**src/hdl/pcm_pkg.sv**
```systemverilog
// constants and register map of the counter-array main time base
// Summary of operation
// RL1: counter clock is system clock divided by prescale value plus one.
// RL2: idle gate set halts counting in processor idle mode; clear keeps counting.
// RL3: counter advances only while counter enable is one.
// RL4: auto-reload loads reload bytes on overflow, low byte only when narrow.
// RL5: narrow width select makes counter 8 bits; software then sets byte overflow.
// RL6: byte overflow enable flags overflow at every low byte wrap, both widths.
// RL7: byte overflow enable clear flags overflow only at full 16-bit wrap.
// RL8: counter enable clear zeroes count and loads double buffer from reload bytes.
// RL9: overflow interrupt only when overflow interrupt enable is set.
// RL10: compare interrupt when count equals compare pair and compare enable set.
// RL11: compare value is double-buffered, taking effect at overflow or disable.
// RL12: snapshot copies count on software read or hardware trigger.
// RL13: comparator trigger enable lets comparator event capture count into snapshot.
// RL14: overflow flag bit 7 set on overflow; only software clears it.
// RL15: compare flag bit 6 set on compare match; only software clears it.
// RL16: channel flags bits 5 to 0 set by channel interrupts; software clears.
// RL17: six channels share the main count value as common time base.
// RL18: reading count low byte copies full count into snapshot bytes.
// RL19: separate reload high and low bytes, used only in auto-reload.
// RL20: interrupt request while any flag is set with its enable.
package pcm_pkg;
    // register indices; byte address is four times the index
    localparam logic [15:0] IDX_MODE     = 16'h00D1;
    localparam logic [15:0] IDX_FLAGS    = 16'h00E1;
    localparam logic [15:0] IDX_PRESCALE = 16'hA0A5;
    localparam logic [15:0] IDX_CNT_HI   = 16'h00E9;
    localparam logic [15:0] IDX_CNT_LO   = 16'h00D9;
    localparam logic [15:0] IDX_RLD_HI   = 16'hA0A7;
    localparam logic [15:0] IDX_RLD_LO   = 16'hA0A6;
    localparam logic [15:0] IDX_SNAP_HI  = 16'h00F3;
    localparam logic [15:0] IDX_SNAP_LO  = 16'h00F2;
    localparam int          IDX_LSB      = 2;
    localparam int          IDX_W        = 16;
    // mode control bit positions
    localparam int B_IDLE_GATE  = 7;
    localparam int B_RELOAD     = 6;
    localparam int B_NARROW     = 5;
    localparam int B_BYTE_OVF   = 4;
    localparam int B_ENABLE     = 3;
    localparam int B_OVF_IRQ    = 2;
    localparam int B_CMP_IRQ    = 1;
    localparam int B_CMP_TRIG   = 0;
    // flag register bit positions
    localparam int B_OVF_FLAG   = 7;
    localparam int B_CMP_FLAG   = 6;
    localparam int NUM_CHAN     = 6;
    // values
    localparam logic [7:0]  RST_BYTE  = 8'h00;
    localparam logic [15:0] RST_WORD  = 16'h0000;
    localparam logic [7:0]  BYTE_TOP  = 8'hFF;
    localparam logic [15:0] WORD_TOP  = 16'hFFFF;
    localparam logic [1:0]  RESP_OK   = 2'h0;
    localparam logic [1:0]  RESP_DEC  = 2'h3;
endpackage

```
**src/hdl/pcm_main_counter.sv**
```systemverilog
// main time-base counter of the counter array with an axi4-lite register slave
`timescale 1ns/1ns
module pcm_main_counter
    import pcm_pkg::*;
#(
    parameter int ADDR_W = 18
)(
    input  wire  logic                sys_clk,
    input  wire  logic                rst,
    input  wire  logic [ADDR_W-1:0]   s_axi_awaddr,
    input  wire  logic [2:0]          s_axi_awprot,
    input  wire  logic                s_axi_awvalid,
    output logic                      s_axi_awready,
    input  wire  logic [31:0]         s_axi_wdata,
    input  wire  logic [3:0]          s_axi_wstrb,
    input  wire  logic                s_axi_wvalid,
    output logic                      s_axi_wready,
    output logic [1:0]                s_axi_bresp,
    output logic                      s_axi_bvalid,
    input  wire  logic                s_axi_bready,
    input  wire  logic [ADDR_W-1:0]   s_axi_araddr,
    input  wire  logic [2:0]          s_axi_arprot,
    input  wire  logic                s_axi_arvalid,
    output logic                      s_axi_arready,
    output logic [31:0]               s_axi_rdata,
    output logic [1:0]                s_axi_rresp,
    output logic                      s_axi_rvalid,
    input  wire  logic                s_axi_rready,
    input  wire  logic                idle_mode,
    input  wire  logic                comparator_event,
    input  wire  logic [5:0]          channel_irq,
    input  wire  logic [5:0]          channel_irq_enable,
    output logic [15:0]               count_value,
    output logic                      count_tick,
    output logic                      overflow_pulse,
    output logic                      irq
);

    // the highest register index must fit the address
    if (ADDR_W < IDX_W + IDX_LSB)
    begin : g_chk
        $error("ADDR_W too small for register map");
    end

    typedef struct packed {
        logic [7:0]       mode;
        logic [7:0]       flags;
        logic [7:0]       prescale;
        logic [7:0]       div;
        logic [15:0]      count;
        logic [7:0]       rld_hi;
        logic [7:0]       rld_lo;
        logic [15:0]      rld_act;
        logic [15:0]      cmp_buf;
        logic [15:0]      cmp_act;
        logic [15:0]      snap;
        logic             aw_got;
        logic [IDX_W-1:0] aw_idx;
        logic             w_got;
        logic [7:0]       wdata;
        logic             wstrb0;
        logic             bvalid;
        logic [1:0]       bresp;
        logic             rvalid;
        logic [7:0]       rdata;
        logic [1:0]       rresp;
    } pcm_state_t;

    pcm_state_t st_q;
    pcm_state_t st_d;

    logic        adv;
    logic        tick;
    logic        ovf_ev;
    logic        cmp_ev;
    logic [15:0] cnt_nx;
    logic        ar_hs;
    logic [IDX_W-1:0] ar_idx;
    logic        do_wr;
    logic        wr_hit;

    // counting gate: enable first, then the idle gate
    assign adv = st_q.mode[B_ENABLE]                                   // [RL3]
        && !(st_q.mode[B_IDLE_GATE] && idle_mode);                     // [RL2]

    // one tick every prescale+1 system clocks
    assign tick = adv && (st_q.div == st_q.prescale);                  // [RL1]

    // overflow point: low byte wrap or full word wrap
    assign ovf_ev = tick && (st_q.mode[B_BYTE_OVF]
        ? (st_q.count[7:0] == BYTE_TOP)                                // [RL6]
        : (st_q.count == WORD_TOP));                                   // [RL7]

    // next count; narrow width keeps the high byte still
    always_comb
    begin
        cnt_nx = st_q.count;
        if (ovf_ev && st_q.mode[B_RELOAD])
        begin
            if (st_q.mode[B_NARROW])                                   // [RL5]
                cnt_nx[7:0] = st_q.rld_act[7:0];                       // [RL4]
            else
                cnt_nx = st_q.rld_act;                                 // [RL4]
        end
        else if (st_q.mode[B_NARROW])
            cnt_nx[7:0] = st_q.count[7:0] + 8'h01;                     // [RL5]
        else
            cnt_nx = st_q.count + 16'h0001;
    end

    // compare hit on arrival at the active compare value
    assign cmp_ev = tick && (cnt_nx == st_q.cmp_act);                  // [RL10]

    assign ar_hs  = s_axi_arvalid && s_axi_arready;
    assign ar_idx = s_axi_araddr[IDX_LSB +: IDX_W];
    assign do_wr  = st_q.aw_got && st_q.w_got;

    // write decode; count bytes are mapped but ignore writes
    always_comb
    begin
        unique case (st_q.aw_idx)
            IDX_MODE, IDX_FLAGS, IDX_PRESCALE, IDX_CNT_HI, IDX_CNT_LO,
            IDX_RLD_HI, IDX_RLD_LO, IDX_SNAP_HI, IDX_SNAP_LO:
                wr_hit = 1'b1;
            default:
                wr_hit = 1'b0;
        endcase
    end

    // read mux: bit 8 marks a mapped index
    function automatic logic [8:0] rd_mux(
        input logic [IDX_W-1:0] idx,
        input pcm_state_t       s
    );
        logic [8:0] r;
        r = {1'b1, RST_BYTE};
        unique case (idx)
            IDX_MODE:     r[7:0] = s.mode;
            IDX_FLAGS:    r[7:0] = s.flags;
            IDX_PRESCALE: r[7:0] = s.prescale;
            IDX_CNT_HI:   r[7:0] = s.count[15:8];
            IDX_CNT_LO:   r[7:0] = s.count[7:0];
            IDX_RLD_HI:   r[7:0] = s.rld_hi;
            IDX_RLD_LO:   r[7:0] = s.rld_lo;
            IDX_SNAP_HI:  r[7:0] = s.snap[15:8];
            IDX_SNAP_LO:  r[7:0] = s.snap[7:0];
            default:      r = {1'b0, RST_BYTE};
        endcase
        return r;
    endfunction

    // next state of the whole block
    always_comb
    begin
        logic [8:0] rd;
        logic [7:0] set_v;
        rd    = rd_mux(ar_idx, st_q);
        set_v = {ovf_ev, cmp_ev, channel_irq};
        st_d  = st_q;

        // prescaler restarts whenever counting is gated off
        if (!adv || tick)
            st_d.div = RST_BYTE;
        else
            st_d.div = st_q.div + 8'h01;

        // counter and its double buffers
        if (!st_q.mode[B_ENABLE])
        begin
            st_d.count   = RST_WORD;                                   // [RL8]
            st_d.rld_act = {st_q.rld_hi, st_q.rld_lo};                 // [RL8]
            st_d.cmp_act = st_q.cmp_buf;                               // [RL11]
        end
        else if (tick)
        begin
            st_d.count = cnt_nx;
            // new reload and compare values only take hold at overflow
            if (ovf_ev)
            begin
                st_d.rld_act = {st_q.rld_hi, st_q.rld_lo};             // [RL19]
                st_d.cmp_act = st_q.cmp_buf;                           // [RL11]
            end
        end

        // snapshot: low byte read or enabled comparator event
        if ((ar_hs && ar_idx == IDX_CNT_LO)                            // [RL18]
            || (comparator_event && st_q.mode[B_CMP_TRIG]))            // [RL13]
            st_d.snap = st_q.count;                                    // [RL12]

        // write address and data may come in either order
        if (s_axi_awvalid && s_axi_awready)
        begin
            st_d.aw_got = 1'b1;
            st_d.aw_idx = s_axi_awaddr[IDX_LSB +: IDX_W];
        end
        if (s_axi_wvalid && s_axi_wready)
        begin
            st_d.w_got  = 1'b1;
            st_d.wdata  = s_axi_wdata[7:0];
            st_d.wstrb0 = s_axi_wstrb[0];
        end

        // perform the write once both halves are held
        if (do_wr)
        begin
            st_d.aw_got = 1'b0;
            st_d.w_got  = 1'b0;
            st_d.bvalid = 1'b1;
            st_d.bresp  = wr_hit ? RESP_OK : RESP_DEC;
            if (st_q.wstrb0)
            begin
                unique case (st_q.aw_idx)
                    IDX_MODE:     st_d.mode        = st_q.wdata;
                    IDX_FLAGS:    st_d.flags       = st_q.wdata;
                    IDX_PRESCALE: st_d.prescale    = st_q.wdata;
                    IDX_RLD_HI:   st_d.rld_hi      = st_q.wdata;       // [RL19]
                    IDX_RLD_LO:   st_d.rld_lo      = st_q.wdata;       // [RL19]
                    IDX_SNAP_HI:  st_d.cmp_buf[15:8] = st_q.wdata;     // [RL11]
                    IDX_SNAP_LO:  st_d.cmp_buf[7:0]  = st_q.wdata;     // [RL11]
                    default:      st_d.mode        = st_q.mode;
                endcase
            end
        end
        else if (st_q.bvalid && s_axi_bready)
            st_d.bvalid = 1'b0;

        // hardware sets win over a software clear in the same cycle
        st_d.flags = st_d.flags | set_v;                    // [RL14] [RL15] [RL16]

        // read answer one edge after the address is taken
        if (ar_hs)
        begin
            st_d.rvalid = 1'b1;
            st_d.rdata  = rd[7:0];
            st_d.rresp  = rd[8] ? RESP_OK : RESP_DEC;
        end
        else if (st_q.rvalid && s_axi_rready)
            st_d.rvalid = 1'b0;
    end

    // single state register
    always_ff @(posedge sys_clk)
    begin
        if (rst)
            st_q <= '0;
        else
            st_q <= st_d;
    end

    // bus handshakes; one write and one read in flight
    assign s_axi_awready = !st_q.aw_got && !st_q.bvalid;
    assign s_axi_wready  = !st_q.w_got && !st_q.bvalid;
    assign s_axi_arready = !st_q.rvalid;
    assign s_axi_bvalid  = st_q.bvalid;
    assign s_axi_bresp   = st_q.bresp;
    assign s_axi_rvalid  = st_q.rvalid;
    assign s_axi_rresp   = st_q.rresp;
    assign s_axi_rdata   = {24'h000000, st_q.rdata};

    // time base to the six channels
    assign count_value    = st_q.count;                                // [RL17]
    assign count_tick     = tick;
    assign overflow_pulse = ovf_ev;

    // one request line; channel enables live in the channel modules
    assign irq = (st_q.flags[B_OVF_FLAG] && st_q.mode[B_OVF_IRQ])      // [RL9]
        || (st_q.flags[B_CMP_FLAG] && st_q.mode[B_CMP_IRQ])            // [RL10]
        || (|(st_q.flags[NUM_CHAN-1:0] & channel_irq_enable));         // [RL20]
endmodule

```
**config.mk**
```make
export PLATFORM = sky130hd
export DESIGN_NAME = pcm_main_counter
export DESIGN_NICKNAME = d
export VERILOG_FILES = /design/src/hdl/pcm_pkg.sv /design/src/hdl/pcm_main_counter.sv
export SDC_FILE = /design/constraint.sdc
export NUM_CORES = 1
export LEC_CHECK = 0
export BUFFER_PORTS_ARGS = -buffer_cell sky130_fd_sc_hd__buf_2
export CORE_AREA = 2 2 154 186
export CTS_CLUSTER_DIAMETER = 150
export DETAILED_ROUTE_END_ITERATION = 6
export DIE_AREA = 0 0 156 188
export GPL_ROUTABILITY_DRIVEN = 0
export PLACE_DENSITY_LB_ADDON = 0.2
export SLEW_MARGIN = 15
export SYNTH_ARGS = -nofsm -noshare
export SYNTH_HDL_FRONTEND = slang
export SYNTH_SLANG_ARGS = --single-unit
```
**constraint.sdc**
```tcl
create_clock -name sys_clk -period 2.8 [get_ports sys_clk]
set_input_delay 0.28 -clock sys_clk [delete_from_list [all_inputs] [get_ports sys_clk]]
set_output_delay 0.28 -clock sys_clk [all_outputs]
set_load 0.02 [all_outputs]
```
=== Word level (Yosys, flattened, before mapping) ===
Index checks and enable logic that the tools add are counted.
W data, S select, Z words.

* Register bits: 169
* Memory bits (writable): 0
* Output and inout bits: 60
* Memories kept: 0
* Input port bits: 99
* Logic and storage cells: 119
* Memory bits (read-only): 0
* Bits in latches: 0

* Divide/modulo/power cells: 0
* Mux-type cells: 24
* Bitwise logic cells: 3
* Shift-type cells: 0
* Reduce and logical (&&, ||, !) cells: 43
* Eq/ne operators: 24
* Magnitude comparators: 0
* $add $sub $neg: 3
* $mul: 0

{| class="wikitable"
|+ Operator list
! kind !! number
|-
| $eq A16 B8 Y1 const B || 12
|-
| $mux W16 || 9
|-
| $eq A16 B16 Y1 const B || 7
|-
| $pmux W8 S9 || 1
|-
| $mux W8 || 5
|-
| $logic_and A1 B1 Y1 || 18
|-
| $reduce_and A3 Y1 || 6
|-
| $reduce_or A9 Y1 || 2
|-
| $add A16 B1 Y16 const B || 1
|-
| $add A8 B1 Y8 const B || 2
|-
| $eq A16 B16 Y1 || 1
|-
| $eq A8 B8 Y1 || 1
|-
| $eq A8 B8 Y1 const B || 1
|-
| $or A8 B8 Y8 || 1
|-
| $mux W1 || 7
|-
| $and A6 B6 Y6 || 1
|-
| $logic_not A1 Y1 || 6
|-
| $reduce_or A2 Y1 || 3
|-
| $reduce_or A6 Y1 || 1
|-
| $logic_or A1 B1 Y1 || 4
|-
| $mux W2 || 2
|-
| $ne A2 B1 Y1 const B || 2
|-
| $reduce_bool A2 Y1 || 2
|-
| $reduce_and A2 Y1 || 1
|-
| $not A1 Y1 || 1
|}

=== Depth between registers and ports, before layout ===
* Depth after elaboration: 10
* Depth in mapped cells: 11

=== Worst setup path after synthesis ===
No wires, ideal clock.

* Path kind: register to register
* Start point: register st_q, in the netlist count_value[1]
* End point: register st_q[159] (netlist bit)
* Cell stages (with the launch flop): 11
* Arrival: 2.623 ns
* Period minus slack after synthesis: 2.710 ns
* Library setup time: 0.087 ns
* Data required time: 2.713 ns
* Setup slack: 0.090 ns
* Buffers on the path: 1
* Cell sequence: dfxtp_1 ha_1 nand4_1 nor2_2 and3_1 clkbuf_1 nand2_1 o211ai_1 o2111ai_1 or4b_1 o31ai_1

* Cells in the longest elaborated chain, start to end: 8
* Elaborated cells between the ends (all ways): 13
* Classes of those cells: add/sub (2); eq/ne (3); mux (4); bitwise (1); reduce/logical (3)

{| class="wikitable"
|+ Ends and longest elaborated chain
! what !! RTL line !! RTL
|-
| from (decl) || pcm_main_counter.sv:69 || <nowiki>pcm_state_t st_q;</nowiki>
|-
| from (signal assigned) || pcm_main_counter.sv:247 || <nowiki>st_q <= st_d;</nowiki>
|-
| parallel branches: the longest is 4 deep, another holds $add A16 B1 Y16 || -- ||
|-
| $mux W16 * || pcm_main_counter.sv:98 || <nowiki>if (ovf_ev && st_q.mode[B_RELOAD])</nowiki>
|-
| $eq A16 B16 Y1 * || pcm_main_counter.sv:112 || <nowiki>assign cmp_ev = tick && (cnt_nx == st_q.cmp_act);</nowiki>
|-
| $logic_and A1 B1 Y1 * || pcm_main_counter.sv:112 ||
|-
| $or A8 B8 Y8 * || pcm_main_counter.sv:228 || <nowiki>st_d.flags = st_d.flags | set_v;</nowiki>
|}

Every way passes the cells marked *.
A chain may end at the register's enable or synchronous reset.

=== Worst setup path after layout ===
* Start point: register st_q[149] (netlist bit)
* End point: output port overflow_pulse

* Cells in the longest elaborated chain, start to end: 3

{| class="wikitable"
|+ Ends and longest elaborated chain
! what !! RTL line !! RTL
|-
| $eq A8 B8 Y1 || pcm_main_counter.sv:87 || <nowiki>assign tick = adv && (st_q.div == st_q.prescale);</nowiki>
|-
| $logic_and A1 B1 Y1 || pcm_main_counter.sv:87 ||
|-
| $logic_and A1 B1 Y1 || pcm_main_counter.sv:90 || <nowiki>assign ovf_ev = tick && (st_q.mode[B_BYTE_OVF]</nowiki>
|-
| to (decl) || pcm_main_counter.sv:35 || <nowiki>output logic overflow_pulse,</nowiki>
|}

Every way passes these cells.

==> results.toml <==
[run_status]
outcome = "finished, final reports clean"

[critical_path]
rr_endpoint = "st_q[159]"
critPathKind = "reg2out"
endpoint_kind = "output pin"
reg2regPathDepth = 9
worstSetupStartpointType = "flop"
cp_max_fo = 16
r2r-start = "st_q[149]"
reg2reg_slack_ns = 0.15
cp.required_ns = 2.52
arrival_ns = 2.37

[power_and_ir_drop]
power_mw = 5.17
peakVddDrop_mv = 0.385
leakagePower_nw = 4.18
powerDensity_mw_per_mm2 = 523

[min_path]
holdPathEnd = "s_axi_rvalid"
hold_path_depth = 2
min-delay-start = "s_axi_rready"
hp-class = "in2reg"

[synth]
syn_avg_cell_area_um2 = 8.02
synth-seq-area-share = 0.396
synthFlopType = "dfxtp_1"
synth_area_mm2 = 0.00844
syn_inst = 1052
synth_top_area_frac = 0.396
ys_top_cells_by_area = "dfxtp_1, mux2i_1, nand2_1, nor2_1, a21oi_1"
yosysUniqueCellTypes = 56
synthArstFlopShare = 0
synth.largest_area_cell = "dfxtp_1"
synth_edf_count = 0
yosysWarnings = 0
synth-seq-cells = 167

[clocking]
hold_buffers = 0
ctsHtreeMaxLevel = 4
tritoncts = "done"
clock_latency_ns = 0.43
root_buffer = "clkbuf_16"
cts_buffers = 17
clk_pin_slew_ns = 0.07
clock_sinks = 167
cts_buffer_depth = 2

[timing]
finalSetupViolCount = 0
tightest_slew_ns = 0.924
hold_violations = 0
relSlewSlack = 0.384
fmax_ghz = 0.377
slew_violations = 0
finalCritPeriodShare = 0.948
fin_crit_ns = 2.65
rsz0062_at_grt = "no"
clock_skew_ns = 0.0106

[placement]
place_inst = 1457
placed_area_mm2 = 0.00926
dp_hpwl_um = 19300
io_buffer_count = 97

[layout]
fin_util = 0.359
final_cell_area_mm2 = 0.00989
fillers = 2946
layout_commonest_cell = "nand2_1"
n_antenna_cell = 0
area_delta_synth_final_pct = 17.2
nets = 1233
drive_gt1_frac = 0.193
final_cell_mix = "nand2_1, dfxtp_1, nor2_1"
final_cells = 1490

[floorplanning]
die_h_um = 188
rows = 67
start_util = 0.306
die_area_mm2 = 0.0293
pin_count = 159
die_w_um = 156
coreArea_mm2 = 0.0276

[grt]
grt_antenna_before_repair = 0
overflow = 0
grt_pass1_wl_um = 41000
grt_pass1_vias = 7166
grt_max_degree = 86
track_usage = 0.182

[routing]
drc = 0
wl_per_cell_um = 17.8
viasPerCell = 4.97
num_vias = 7400
drtAntennaViolNets = 0
dr.pass1.iters = 6
routed_wl_um = 26500
drtIter0Drc = 510

[job]
cap_violations = 0
==> registers in the layout, summed over array words and instances, names as in the netlist <==
name and flops:
st_q 139, count_value 16, s_axi_rdata 8, s_axi_bresp 1, s_axi_bvalid 1, s_axi_rresp 1, s_axi_rvalid 1
==> routing by layer <==
metal,global-route usage,wire length (um),vias up
met2,0.286,12100,201
li1,-,-,3721
met5,0,0,-
met4,0.0653,640,0
met3,0.0317,1180,37
met1,0.251,12500,3441
==> cell type report <==
cell class              count  area (um2)  area share
clock inverters            14         155      0.0157
flip-flops and latches    167        3350       0.339
well taps                 345         432      0.0437
inverters                  14        52.6     0.00531
multi-input cells         770        4480       0.453
repair buffers            162         976      0.0987
clock buffers              18         439      0.0444
==> power by group <==
group	switching, mW	total [mW]	leakage (nW)	internal, mW
Clock	1.10	2.39	0.289	1.29
Combinational	0.195	0.297	2.53	0.102
Sequential	0.0600	2.48	1.36	2.42
==> Yosys cell counts (all sizes together), types with 8 or more instances <==
master,number
xnor2,19
a22oi,15
mux2,8
xor2,17
and3,8
nor3,29
a21oi,93
nand2,168
nor2,134
o21ai,10
clkbuf,46
nor4,13
a2111oi,9
o221ai,8
nand2b,8
nand3,20
nor2b,11
nand4,14
buf,78
inv,13
a211oi,9
mux2i,92
dfxtp,167
==> worst max-delay path by stage <==
stage	cells past startpoint	start	to	slack, ns
2_1_floorplan	10	count_value[1]	st_q[159]	0.09
3_3_place_gp	9	count_value[0]	st_q[159]	0.05
3_5_place_dp	9	count_value[0]	st_q[159]	-0.02
4_1_cts	9	count_value[0]	st_q[159]	0.007
5_1_grt	9	st_q[151]	st_q[159]	0.002
6_report	8	st_q[149]	overflow_pulse	0.15
==> critical path, stage by stage (launching register included) <==
cell      delay (ns)
dfxtp_1         0.32
xnor2_1         0.17
nand4_1         0.14
or3_4           0.46
clkinv_1        0.09
buf_4           0.21
nand3_1         0.25
inv_1           0.13
buf_2           0.17
==> kinds of logic (layout without fill, tap and decap cells) <==
logic type | Yosys count | after routing | synth area share
compound gates | 174 | 174 | 0.128
xor+xnor | 36 | 36 | 0.0374
fa+ha+maj | 2 | 2 | 0.00296
buf+inv | 138 | 208 | 0.0861
flops | 167 | 167 | 0.396
mux | 100 | 100 | 0.120
other cells | 1 | 24 | 0.000444
simple gates | 434 | 434 | 0.229
==> per-stage QoR <==
step / worst slack, ns / hold WS (ns) / setup TNS, ns
after floorplan: 0.0900 / 0.379 / 0
after global placement: 0.0499 / 0.445 / 0
after detailed placement: -0.0242 / 0.447 / -0.0242
after CTS: 0.00738 / 0.00930 / 0
after global routing: 0.00249 / 0.0104 / 0
final: 0.146 / 0.0218 / 0
==> what timing repair did <==
action | CTS | global route
buffers inserted | 0 | 1
hold endpoints to repair | 0 | 0
endpoints found under the setup margin | 1 | 2
gates resized for setup | 1 | 11
pin swaps | 0 | 6
Power figures use the tool's default switching activity.
